`src/swcl_defs.svh`:
```
// Constants for the single-wire slave command layer: opcodes, memory map,
// status bit positions and link timing. Definitions only.
`ifndef SWCL_DEFS_SVH
`define SWCL_DEFS_SVH

`define CLK_PERIOD_NS 5
// Link timing in nanoseconds
`define T_RESET_LOW_NS 120000
`define T_SAMPLE_NS 30000
`define T_PRES_WAIT_NS 30000
`define T_PRES_LOW_NS 100000
`define T_COPY_NS 2000000

// Net address opcodes
`define OP_READ_NET_A 8'h33
`define OP_READ_NET_B 8'h39
`define OP_MATCH_NET 8'h55
`define OP_SKIP_NET 8'hCC
`define OP_SEARCH_NET 8'hF0
`define OP_SWAP_NET 8'hAA
// Function opcodes
`define OP_READ_DATA 8'h69
`define OP_WRITE_DATA 8'h6C
`define OP_COPY_DATA 8'h48
`define OP_RECALL_DATA 8'hB8
`define OP_LOCK 8'h6A

// Memory map of the single-wire side
`define MEM_STATUS 8'h01
`define MEM_EEPROM_REG 8'h07
`define MEM_SPECIAL 8'h08
`define MEM_EE_BASE 8'h20
`define MEM_EE_LAST 8'h3F
`define MEM_SRAM_BASE 8'h80
`define MEM_SRAM_LAST 8'h8F
`define MEM_LAST 8'hFF
// Bit positions in the memory-mapped bytes
`define BIT_OPSEL 4
`define BIT_SWAP_ENABLE 3
`define BIT_EEC 7
`define BIT_LOCK_EN 6
`define BIT_MSTR 5

// Wishbone register offsets and fields
`define WB_CFG 8'h00
`define WB_STATUS 8'h04
`define WB_NET_LO 8'h08
`define WB_NET_HI 8'h0C
`define CFG_OPSEL 0
`define CFG_SWAP_ENABLE 1
`define CFG_RST 32'h0000_0000
// Neutral net address, value arbitrary
`define NET_ADDR_RST 64'h0123_4567_89AB_CD01

`endif

```
`src/swcl_pkg.sv`:
```
// Types shared by the single-wire slave command layer.
// Assumes swcl_defs.svh for numeric constants.
package swcl_pkg;

  typedef enum logic [3:0] {
    ST_WAIT_RST,
    ST_PRESENCE,
    ST_NET_CMD,
    ST_NET_READ,
    ST_NET_MATCH,
    ST_SEARCH,
    ST_SWAP_PULSE,
    ST_FUNC_CMD,
    ST_FUNC_ADDR,
    ST_READ,
    ST_WRITE
  } state_t;

  typedef struct packed {
    logic cyc;
    logic stb;
    logic we;
    logic [7:0] adr;
    logic [3:0] sel;
    logic [31:0] dat;
  } wb_req_t;

endpackage

```
`src/single_wire_slave_command_layer.sv`:
```
// Command layer of a single-wire open-drain bus slave with shadow RAM,
// EEPROM blocks and a Wishbone configuration port.
// Assumes dq_i is synchronous to clk_i; the wire is resolved outside.
// Summary of operation
// - Reset pulse answered by presence pulse
// - Read net opcode 33h or 39h
// - Match 55h: only matching slave continues
// - Skip CCh goes straight to function
// - Search F0h: bit, complement, master bit
// - Pulse fall cuts power, rise selects
// - Swap recognised only with swap_enable
// - Read 69h: data LSB after address
// - Read address increments per byte
// - Reads past FFh return ones
// - Reset pulse abandons read anywhere
// - Write 6Ch: LSB first, auto-increment
// - Writes past FFh are discarded
// - Drop protected and partial byte writes
// - EEPROM writes land in shadow RAM
// - Copy 48h stores unlocked block
// - Copy flag set, EEPROM writes dropped
// - Copy starts after address, lasts 2ms
// - Recall B8h loads block into shadow
// - Lock 6Ah needs lock enable set
// - Sample write slot within 15-60us
// - Low over 120us is a reset
`timescale 1ns/1ps
`include "swcl_defs.svh"

module single_wire_slave_command_layer
  import swcl_pkg::*;
#(
  parameter int RESET_CYC = (`T_RESET_LOW_NS + `CLK_PERIOD_NS - 1) / `CLK_PERIOD_NS,
  parameter int SAMPLE_CYC = `T_SAMPLE_NS / `CLK_PERIOD_NS,
  parameter int PRES_WAIT_CYC = `T_PRES_WAIT_NS / `CLK_PERIOD_NS,
  parameter int PRES_LOW_CYC = `T_PRES_LOW_NS / `CLK_PERIOD_NS,
  parameter int COPY_CYC = `T_COPY_NS / `CLK_PERIOD_NS
) (
  input wire logic clk_i,
  input wire logic rst_i,
  input wire logic ce_i,
  input wire wb_req_t wb_req_i,
  output logic [31:0] wb_dat_o,
  output logic wb_ack_o,
  input wire logic dq_i,
  output logic dq_o,
  output logic dq_oe_o,
  output logic discharge_control_o,
  output logic charge_control_o,
  output logic swap_master_o,
  output logic sleep_o,
  output logic copy_in_progress_flag_o
);

  function automatic logic is_ee(input logic [7:0] a);
    return (a >= `MEM_EE_BASE) && (a <= `MEM_EE_LAST);
  endfunction

  function automatic logic is_sram(input logic [7:0] a);
    return (a >= `MEM_SRAM_BASE) && (a <= `MEM_SRAM_LAST);
  endfunction

  function automatic logic [31:0] wb_merge(input logic [31:0] old, input wb_req_t r);
    logic [31:0] v;
    v = old;
    for (int i = 0; i < 4; i++) begin
      if (r.sel[i]) begin
        v[i*8 +: 8] = r.dat[i*8 +: 8];
      end
    end
    return v;
  endfunction

  state_t state_q;
  logic [6:0] bit_cnt_q;
  logic [1:0] phase_q;
  logic [7:0] shift_q;
  logic [7:0] addr_q;
  logic [7:0] func_q;
  logic past_end_q;
  logic is_swap_q;
  logic matched_q;
  logic dq_prev_q;
  logic [19:0] low_cnt_q;
  logic bus_reset_q;
  logic [19:0] slot_cnt_q;
  logic slot_act_q;
  logic [19:0] pres_cnt_q;
  logic [19:0] copy_cnt_q;
  logic copy_blk_q;
  logic eec_q;
  logic lock_en_q;
  logic [1:0] blk_lock_q;
  logic [31:0] cfg_q;
  logic [63:0] net_addr_q;
  logic [7:0] shadow_q [0:31];
  logic [7:0] eeprom_q [0:31];
  logic [7:0] sram_q [0:15];
  logic fall;
  logic rise;
  logic bit_evt;
  logic [7:0] byte_in;
  logic tx_req;
  logic tx_bit;
  logic [7:0] rd_data;
  logic cmd_fire;
  logic wr_commit;
  logic wb_go;
  logic net_bit;

  assign fall = dq_prev_q & ~dq_i;
  assign rise = ~dq_prev_q & dq_i;
  assign bit_evt = slot_act_q && (slot_cnt_q == 20'(SAMPLE_CYC - 1));
  assign byte_in = {dq_i, shift_q[7:1]};
  assign net_bit = net_addr_q[bit_cnt_q[5:0]];
  assign cmd_fire = bit_evt && (state_q == ST_FUNC_ADDR) && (bit_cnt_q == 7'd7);
  assign wb_go = wb_req_i.cyc && wb_req_i.stb && !wb_ack_o;

  // Byte seen on the read side of the memory map
  always_comb begin
    rd_data = 8'h00;
    if (addr_q == `MEM_STATUS) begin
      rd_data[`BIT_OPSEL] = cfg_q[`CFG_OPSEL];
      rd_data[`BIT_SWAP_ENABLE] = cfg_q[`CFG_SWAP_ENABLE];
    end else if (addr_q == `MEM_EEPROM_REG) begin
      rd_data = {eec_q, lock_en_q, 4'h0, blk_lock_q};
    end else if (addr_q == `MEM_SPECIAL) begin
      rd_data[`BIT_MSTR] = swap_master_o;
    end else if (is_ee(addr_q)) begin
      rd_data = shadow_q[addr_q[4:0]];
    end else if (is_sram(addr_q)) begin
      rd_data = sram_q[addr_q[3:0]];
    end
  end

  always_comb begin
    tx_req = 1'b0;
    tx_bit = 1'b1;
    case (state_q)
      ST_NET_READ: begin
        tx_req = 1'b1;
        tx_bit = net_bit;
      end
      ST_SEARCH: begin
        tx_req = (phase_q != 2'd2);
        tx_bit = (phase_q == 2'd0) ? net_bit : ~net_bit;
      end
      ST_READ: begin
        tx_req = 1'b1;
        tx_bit = past_end_q | rd_data[bit_cnt_q[2:0]];
      end
      default: begin
        tx_req = 1'b0;
        tx_bit = 1'b1;
      end
    endcase
  end

  always_comb begin
    wr_commit = 1'b0;
    if (bit_evt && state_q == ST_WRITE && bit_cnt_q == 7'd7 && !past_end_q) begin
      if (is_ee(addr_q)) begin
        wr_commit = !eec_q && !blk_lock_q[addr_q[4]];
      end else begin
        wr_commit = is_sram(addr_q) || (addr_q == `MEM_EEPROM_REG);
      end
    end
  end

  always_ff @(posedge clk_i) begin
    if (rst_i) begin
      dq_prev_q <= 1'b1;
      low_cnt_q <= 20'h0_0000;
      bus_reset_q <= 1'b0;
    end else if (ce_i) begin
      dq_prev_q <= dq_i;
      if (dq_i || dq_oe_o) begin
        low_cnt_q <= 20'h0_0000;
      end else if (low_cnt_q != 20'(RESET_CYC)) begin
        low_cnt_q <= low_cnt_q + 20'h0_0001;
      end
      if (!dq_i && !dq_oe_o && low_cnt_q == 20'(RESET_CYC - 1)) begin
        bus_reset_q <= 1'b1;
      end else if (rise) begin
        bus_reset_q <= 1'b0;
      end
    end
  end

  // Slot timer and open-drain drive
  always_ff @(posedge clk_i) begin
    if (rst_i) begin
      slot_act_q <= 1'b0;
      slot_cnt_q <= 20'h0_0000;
      pres_cnt_q <= 20'h0_0000;
      dq_oe_o <= 1'b0;
      dq_o <= 1'b0;
    end else if (ce_i) begin
      dq_o <= 1'b0;
      if (state_q == ST_PRESENCE) begin
        slot_act_q <= 1'b0;
        pres_cnt_q <= pres_cnt_q + 20'h0_0001;
        if (pres_cnt_q == 20'(PRES_WAIT_CYC - 1)) begin
          dq_oe_o <= 1'b1;
        end else if (pres_cnt_q == 20'(PRES_WAIT_CYC + PRES_LOW_CYC - 1)) begin
          dq_oe_o <= 1'b0;
        end
      end else begin
        pres_cnt_q <= 20'h0_0000;
        if (fall && !slot_act_q) begin
          slot_act_q <= 1'b1;
          slot_cnt_q <= 20'h0_0000;
          dq_oe_o <= tx_req && !tx_bit;
        end else if (slot_act_q) begin
          slot_cnt_q <= slot_cnt_q + 20'h0_0001;
          if (bit_evt) begin
            slot_act_q <= 1'b0;
            dq_oe_o <= 1'b0;
          end
        end
      end
    end
  end

  // Transaction state machine
  always_ff @(posedge clk_i) begin
    if (rst_i) begin
      state_q <= ST_WAIT_RST;
      bit_cnt_q <= 7'd0;
      phase_q <= 2'd0;
      shift_q <= 8'h00;
      addr_q <= 8'h00;
      func_q <= 8'h00;
      past_end_q <= 1'b0;
      is_swap_q <= 1'b0;
      matched_q <= 1'b0;
    end else if (ce_i) begin
      if (bus_reset_q && rise) begin
        state_q <= ST_PRESENCE;
        bit_cnt_q <= 7'd0;
        phase_q <= 2'd0;
        past_end_q <= 1'b0;
      end else if (state_q == ST_PRESENCE) begin
        if (pres_cnt_q == 20'(PRES_WAIT_CYC + PRES_LOW_CYC - 1)) begin
          state_q <= ST_NET_CMD;
        end
      end else if (state_q == ST_SWAP_PULSE) begin
        // fall, then rise
        // The release that ends a write-0 slot must not count as the pulse
        if (fall) begin
          phase_q <= 2'd1;
        end else if (rise && phase_q == 2'd1) begin
          state_q <= ST_WAIT_RST;
        end
      end else if (bit_evt) begin
        shift_q <= byte_in;
        bit_cnt_q <= bit_cnt_q + 7'd1;
        case (state_q)
          ST_NET_CMD: begin
            if (bit_cnt_q == 7'd7) begin
              bit_cnt_q <= 7'd0;
              matched_q <= 1'b1;
              is_swap_q <= 1'b0;
              phase_q <= 2'd0;
              if (byte_in == (cfg_q[`CFG_OPSEL] ? `OP_READ_NET_B : `OP_READ_NET_A)) begin
                state_q <= ST_NET_READ;
              end else if (byte_in == `OP_MATCH_NET) begin
                state_q <= ST_NET_MATCH;
              end else if (byte_in == `OP_SKIP_NET) begin
                state_q <= ST_FUNC_CMD;
              end else if (byte_in == `OP_SEARCH_NET) begin
                state_q <= ST_SEARCH;
              end else if (byte_in == `OP_SWAP_NET && cfg_q[`CFG_SWAP_ENABLE]) begin
                state_q <= ST_NET_MATCH;
                is_swap_q <= 1'b1;
              end else begin
                state_q <= ST_WAIT_RST;
              end
            end
          end
          ST_NET_READ: begin
            if (bit_cnt_q == 7'd63) begin
              bit_cnt_q <= 7'd0;
              state_q <= ST_FUNC_CMD;
            end
          end
          ST_NET_MATCH: begin
            if (dq_i != net_bit) begin
              matched_q <= 1'b0;
            end
            if (bit_cnt_q == 7'd63) begin
              bit_cnt_q <= 7'd0;
              if (is_swap_q) begin
                state_q <= ST_SWAP_PULSE;
              end else if (matched_q && dq_i == net_bit) begin
                state_q <= ST_FUNC_CMD;
              end else begin
                state_q <= ST_WAIT_RST;
              end
            end
          end
          ST_SEARCH: begin
            bit_cnt_q <= bit_cnt_q;
            if (phase_q != 2'd2) begin
              phase_q <= phase_q + 2'd1;
            end else if (dq_i != net_bit) begin
              state_q <= ST_WAIT_RST;
            end else begin
              phase_q <= 2'd0;
              bit_cnt_q <= bit_cnt_q + 7'd1;
              if (bit_cnt_q == 7'd63) begin
                bit_cnt_q <= 7'd0;
                state_q <= ST_FUNC_CMD;
              end
            end
          end
          ST_FUNC_CMD: begin
            if (bit_cnt_q == 7'd7) begin
              bit_cnt_q <= 7'd0;
              func_q <= byte_in;
              if (byte_in == `OP_READ_DATA || byte_in == `OP_WRITE_DATA ||
                  byte_in == `OP_COPY_DATA || byte_in == `OP_RECALL_DATA ||
                  byte_in == `OP_LOCK) begin
                state_q <= ST_FUNC_ADDR;
              end else begin
                state_q <= ST_WAIT_RST;
              end
            end
          end
          ST_FUNC_ADDR: begin
            if (bit_cnt_q == 7'd7) begin
              bit_cnt_q <= 7'd0;
              addr_q <= byte_in;
              past_end_q <= 1'b0;
              if (func_q == `OP_READ_DATA) begin
                state_q <= ST_READ;
              end else if (func_q == `OP_WRITE_DATA) begin
                state_q <= ST_WRITE;
              end else begin
                state_q <= ST_WAIT_RST;
              end
            end
          end
          ST_READ, ST_WRITE: begin
            if (bit_cnt_q == 7'd7) begin
              bit_cnt_q <= 7'd0;
              addr_q <= addr_q + 8'h01;
              if (addr_q == `MEM_LAST) begin
                past_end_q <= 1'b1;
              end
            end
          end
          default: begin
            bit_cnt_q <= 7'd0;
          end
        endcase
      end
    end
  end

  always_ff @(posedge clk_i) begin
    if (rst_i) begin
      discharge_control_o <= 1'b1;
      charge_control_o <= 1'b1;
      swap_master_o <= 1'b0;
      sleep_o <= 1'b0;
    end else if (ce_i && state_q == ST_SWAP_PULSE) begin
      if (fall) begin
        discharge_control_o <= 1'b0;
        charge_control_o <= 1'b0;
      end else if (rise && phase_q == 2'd1) begin
        discharge_control_o <= matched_q;
        charge_control_o <= matched_q;
        swap_master_o <= matched_q;
        sleep_o <= !matched_q;
      end
    end
  end

  // Shadow RAM, SRAM and lock-enable bit
  always_ff @(posedge clk_i) begin
    if (rst_i) begin
      lock_en_q <= 1'b0;
      for (int i = 0; i < 32; i++) begin
        shadow_q[i] <= 8'h00;
      end
      for (int i = 0; i < 16; i++) begin
        sram_q[i] <= 8'h00;
      end
    end else if (ce_i) begin
      if (wr_commit) begin
        if (is_ee(addr_q)) begin
          shadow_q[addr_q[4:0]] <= byte_in;
        end else if (is_sram(addr_q)) begin
          sram_q[addr_q[3:0]] <= byte_in;
        end else begin
          lock_en_q <= byte_in[`BIT_LOCK_EN];
        end
      end
      if (cmd_fire && func_q == `OP_RECALL_DATA && is_ee(byte_in)) begin
        for (int i = 0; i < 16; i++) begin
          shadow_q[{byte_in[4], 4'(i)}] <= eeprom_q[{byte_in[4], 4'(i)}];
        end
      end
      if (cmd_fire && func_q == `OP_LOCK && lock_en_q) begin
        lock_en_q <= 1'b0;
      end
    end
  end

  always_ff @(posedge clk_i) begin
    if (rst_i) begin
      blk_lock_q <= 2'b00;
    end else if (ce_i && cmd_fire && func_q == `OP_LOCK && lock_en_q && is_ee(byte_in)) begin
      blk_lock_q[byte_in[4]] <= 1'b1;
    end
  end

  always_ff @(posedge clk_i) begin
    if (rst_i) begin
      eec_q <= 1'b0;
      copy_cnt_q <= 20'h0_0000;
      copy_blk_q <= 1'b0;
      copy_in_progress_flag_o <= 1'b0;
    end else if (ce_i) begin
      if (cmd_fire && func_q == `OP_COPY_DATA && is_ee(byte_in) &&
          !blk_lock_q[byte_in[4]] && !eec_q) begin
        eec_q <= 1'b1;
        copy_cnt_q <= 20'h0_0000;
        copy_blk_q <= byte_in[4];
      end else if (eec_q) begin
        copy_cnt_q <= copy_cnt_q + 20'h0_0001;
        if (copy_cnt_q == 20'(COPY_CYC - 1)) begin
          eec_q <= 1'b0;
        end
      end
      copy_in_progress_flag_o <= eec_q;
    end
  end

  // Nonvolatile array, written when the copy completes
  always_ff @(posedge clk_i) begin
    if (rst_i) begin
      for (int i = 0; i < 32; i++) begin
        eeprom_q[i] <= 8'h00;
      end
    end else if (ce_i && eec_q && copy_cnt_q == 20'(COPY_CYC - 1)) begin
      for (int i = 0; i < 16; i++) begin
        eeprom_q[{copy_blk_q, 4'(i)}] <= shadow_q[{copy_blk_q, 4'(i)}];
      end
    end
  end

  // Wishbone slave, one wait state
  always_ff @(posedge clk_i) begin
    if (rst_i) begin
      wb_ack_o <= 1'b0;
      wb_dat_o <= 32'h0000_0000;
      cfg_q <= `CFG_RST;
      net_addr_q <= `NET_ADDR_RST;
    end else if (ce_i) begin
      wb_ack_o <= wb_go;
      wb_dat_o <= 32'h0000_0000;
      if (wb_go) begin
        if (wb_req_i.adr == `WB_CFG) begin
          wb_dat_o <= {30'h0000_0000, cfg_q[1:0]};
          if (wb_req_i.we) begin
            cfg_q <= wb_merge(cfg_q, wb_req_i) & 32'h0000_0003;
          end
        end else if (wb_req_i.adr == `WB_STATUS) begin
          wb_dat_o <= {20'h0_0000, state_q, 3'h0, blk_lock_q,
                       sleep_o, swap_master_o, eec_q};
        end else if (wb_req_i.adr == `WB_NET_LO) begin
          wb_dat_o <= net_addr_q[31:0];
          if (wb_req_i.we) begin
            net_addr_q[31:0] <= wb_merge(net_addr_q[31:0], wb_req_i);
          end
        end else if (wb_req_i.adr == `WB_NET_HI) begin
          wb_dat_o <= net_addr_q[63:32];
          if (wb_req_i.we) begin
            net_addr_q[63:32] <= wb_merge(net_addr_q[63:32], wb_req_i);
          end
        end
      end
    end
  end

endmodule // single_wire_slave_command_layer

```
`config.mk`:
```
export PLATFORM = sky130hd
export DESIGN_NAME = single_wire_slave_command_layer
export DESIGN_NICKNAME = d
export VERILOG_FILES = /design/src/swcl_pkg.sv /design/src/single_wire_slave_command_layer.sv
export VERILOG_INCLUDE_DIRS = /design/src /design/src/src
export SDC_FILE = /design/constraint.sdc
export NUM_CORES = 2
export LEC_CHECK = 0
export ABC_AREA = 1
export BUFFER_PORTS_ARGS = -buffer_cell sky130_fd_sc_hd__buf_2
export CAP_MARGIN = 20
export CORE_MARGIN = 4
export CORE_UTILIZATION = 55
export DETAILED_ROUTE_END_ITERATION = 12
export PLACE_DENSITY = 0.71
export SETUP_SLACK_MARGIN = 0.05
export SYNTH_ARGS = -nofsm -noshare
export SYNTH_HDL_FRONTEND = slang
export SYNTH_SLANG_ARGS = --single-unit
```
`constraint.sdc`:
```
create_clock -name clk_i -period 15.55 [get_ports clk_i]
set_input_delay 2.3325 -clock clk_i [delete_from_list [all_inputs] [get_ports clk_i]]
set_output_delay 2.3325 -clock clk_i [all_outputs]
set_load 0.01 [all_outputs]
```
==> flow_summary.json <==
{
  "outcome": "finished, final reports clean",
  "finalMaxSlewViolations": 0,
  "yosysMostFrequentCell": "nand2_1",
  "comb_power_share_pct": 3.3,
  "grt_pass1_wl_um": 187000,
  "area_delta_synth_final_pct": 9.73,
  "synth_seq_area_share_pct": 56.6,
  "rows": 101,
  "antenna_found_initial": 1,
  "synthTopCellsByCount": "826 x nand2_1, 640 x edfxtp_1, 618 x nor2_1",
  "first_pass_iters": 6,
  "io_buffers": 89,
  "fin_ws_ns": 9.57,
  "postRouteAntennaNets": 0,
  "pre_cts_ws_ns": 8.74,
  "nets": 4614,
  "ir_drop_mv": 0.0999,
  "synthTopCellsByArea": "edfxtp_1 45%, dfxtp_1 11%, nand2_1 7.3%",
  "htreeDepth": 3,
  "syn_avg_cell_area_um2": 9.19,
  "setup_viol": 0,
  "place.detailed.hpwl_um": 76900,
  "max_freq_ghz": 0.167,
  "grt_setup_unrepaired": "no",
  "startpoint_type": "primary input",
  "grt_max_degree": 93,
  "synth_top_area_share_pct": 45.4,
  "cp-end-kind": "flop",
  "pwr-share-seq_pct": 52.2,
  "synth_edf_count": 640,
  "arrival_ns": 6.31,
  "hold_class": "flop to flop",
  "core_area_um2": 76200,
  "fillers": 6441,
  "syn_inst": 4610,
  "p_leak_nw": 16.8,
  "finalClockSkew_ns": 0.0375,
  "maxCapViolCount": 0,
  "critPathKind": "primary input to flop",
  "syn_nets": 4671,
  "ys.flop_type": "edfxtp_1",
  "postCtsHoldBufs": 0,
  "async_flop_share_pct": 0,
  "drt_iter0_markers": 4569,
  "ys_seq_elements": 878,
  "die_y_um": 286,
  "vias": 34700,
  "dieArea_um2": 81500,
  "p_int_w": 0.00392,
  "p_total_w": 0.00502,
  "p_clk_share_pct": 44.4,
  "max_slew_margin_pct": 18.4,
  "synth_area_leader_cell": "edfxtp_1",
  "cp.required_ns": 15.88,
  "pin_count": 91,
  "synthDistinctLibCells": 58,
  "cts_setup_buffers": 0,
  "start_util_pct": 55.6,
  "hold_viol_final": 0,
  "root_buffer": "clkbuf_16",
  "cts_resized": 0,
  "cts-buffers-inserted": 92,
  "insertion_delay_ns": 0.66,
  "clk_pin_slew_ns": 0.06,
  "cts.path.max_buffers": 3,
  "avgRoutedWirePerCell_um": 21.6,
  "gp_congestion": 0.923,
  "tightest_slew_ns": 1.22,
  "layout-drive-gt1-share_pct": 8.23,
  "routed_via_density": 6.12,
  "grtUsageTotal_pct": 29.1,
  "synth_area_um2": 42400,
  "fin_setup_tns_ns": 0,
  "crit_fanout": 56,
  "grt_pass1_vias": 32700,
  "power.switching_w": 0.00110,
  "yosysWarningCount": 0,
  "timing.final.crit_share_pct": 38.4,
  "cts_tree": "yes",
  "power_density_nw_per_um2": 108,
  "cts_sinks": 878,
  "grt_overflow": 0,
  "post-route-min-period_ns": 5.98,
  "fp.dieW_um": 286,
  "swShare_pct": 21.9,
  "drc": 0,
  "routed_wl_um": 122000
}
[cell type report]
type                            count  area [um2]  share of cell area [%]
Sequential cell                   878       24000                    51.6
Inverter                          339        1280                    2.76
Antenna cell                        1        2.50                 0.00538
Timing Repair Buffer              134         826                    1.78
Clock buffer                      128        2570                    5.53
Tap cell                         1030        1290                    2.77
Clock inverter                     41         455                   0.980
Multi-Input combinational cell   3108       16100                    34.6
[power groups by stage]
stage	Combinational [W]	Sequential, W	Clock [W]
finish	0.000168	0.00262	0.00223
global route	0.000184	0.00263	0.00235
CTS	0.000165	0.00262	0.00224
detailed placement	0.000164	0.00267	0
global placement	0.000161	0.00267	0
floorplan	0.000105	0.00266	0
[critical path, cell delays in order]
cell	delay, ns
buf_2	0.39
nand2_1	0.22
nor3_1	0.54
nand3_4	0.53
or2_4	0.62
nand2_4	0.67
buf_4	0.60
buf_12	0.32
[flip-flops by register name, indices dropped and copies added, names as in the netlist, 20 cells and up, named ones only]
signal and flops:
copy_cnt_q 20, eeprom_q 256, low_cnt_q 20, net_addr_q 64, pres_cnt_q 20, shadow_q 256
slot_cnt_q 20, sram_q 128, wb_dat_o 32
[placed cells by master (no fill, tap or decap), types with 15 or more instances in the layout]
cell type and n:
a211oi_1 27, a21oi_1 202, buf_2 88, buf_4 43, clkbuf_1 24, clkbuf_16 95
clkinv_1 17, dfxtp_1 232, edfxtp_1 640, inv_1 314, inv_2 15, mux2i_1 202
nand2_1 824, nand2_2 16, nand2_4 26, nand3_1 436, nand4_1 26, nor2_1 616
nor3_1 90, nor4_1 27, o211ai_1 37, o21ai_0 200, o22ai_1 259
[through the flow]
step,util (%),hold WS (ns),std cells,cell area (um2)
floorplan,-,0.435,4610,42400
global placement,56.9,0.450,5486,43400
detailed placement,56.9,0.453,5486,43400
CTS,60.9,0.462,5655,46400
global route,61.0,0.477,5658,46500
finish,61.0,0.459,5659,46500
[kinds of logic after synthesis]
kind of cell / after synthesis / synth area share, %
fa+ha+maj: 10 / 0.295
xor+xnor: 14 / 0.289
mux: 202 / 4.77
compound gates: 771 / 10.7
flops: 878 / 56.6
buf+inv: 624 / 5.58
simple gates: 2110 / 21.8
other cells: 1 / 0.00885
[final timing paths]
kind                                startpoint             end  slack (ns)  cells past startpoint
worst max-delay path                      ce_i  eeprom_q[6][5]        9.57                      8
worst max register to register   copy_cnt_q[0]  eeprom_q[6][5]       10.83                     12
worst min-delay path            net_addr_q[28]  net_addr_q[28]        0.46                      2
worst min register to register  net_addr_q[28]  net_addr_q[28]        0.46                      2
[per-layer routing]
metal	track usage (%)	up-vias	share of wire, %
met5	0	-	0
met4	12.7	0	4.5
met3	4.33	373	9.8
met2	46.9	1811	46
met1	39.3	16500	39
li1	-	16000	-
Note: power is estimated with default switching activity, not from simulation.
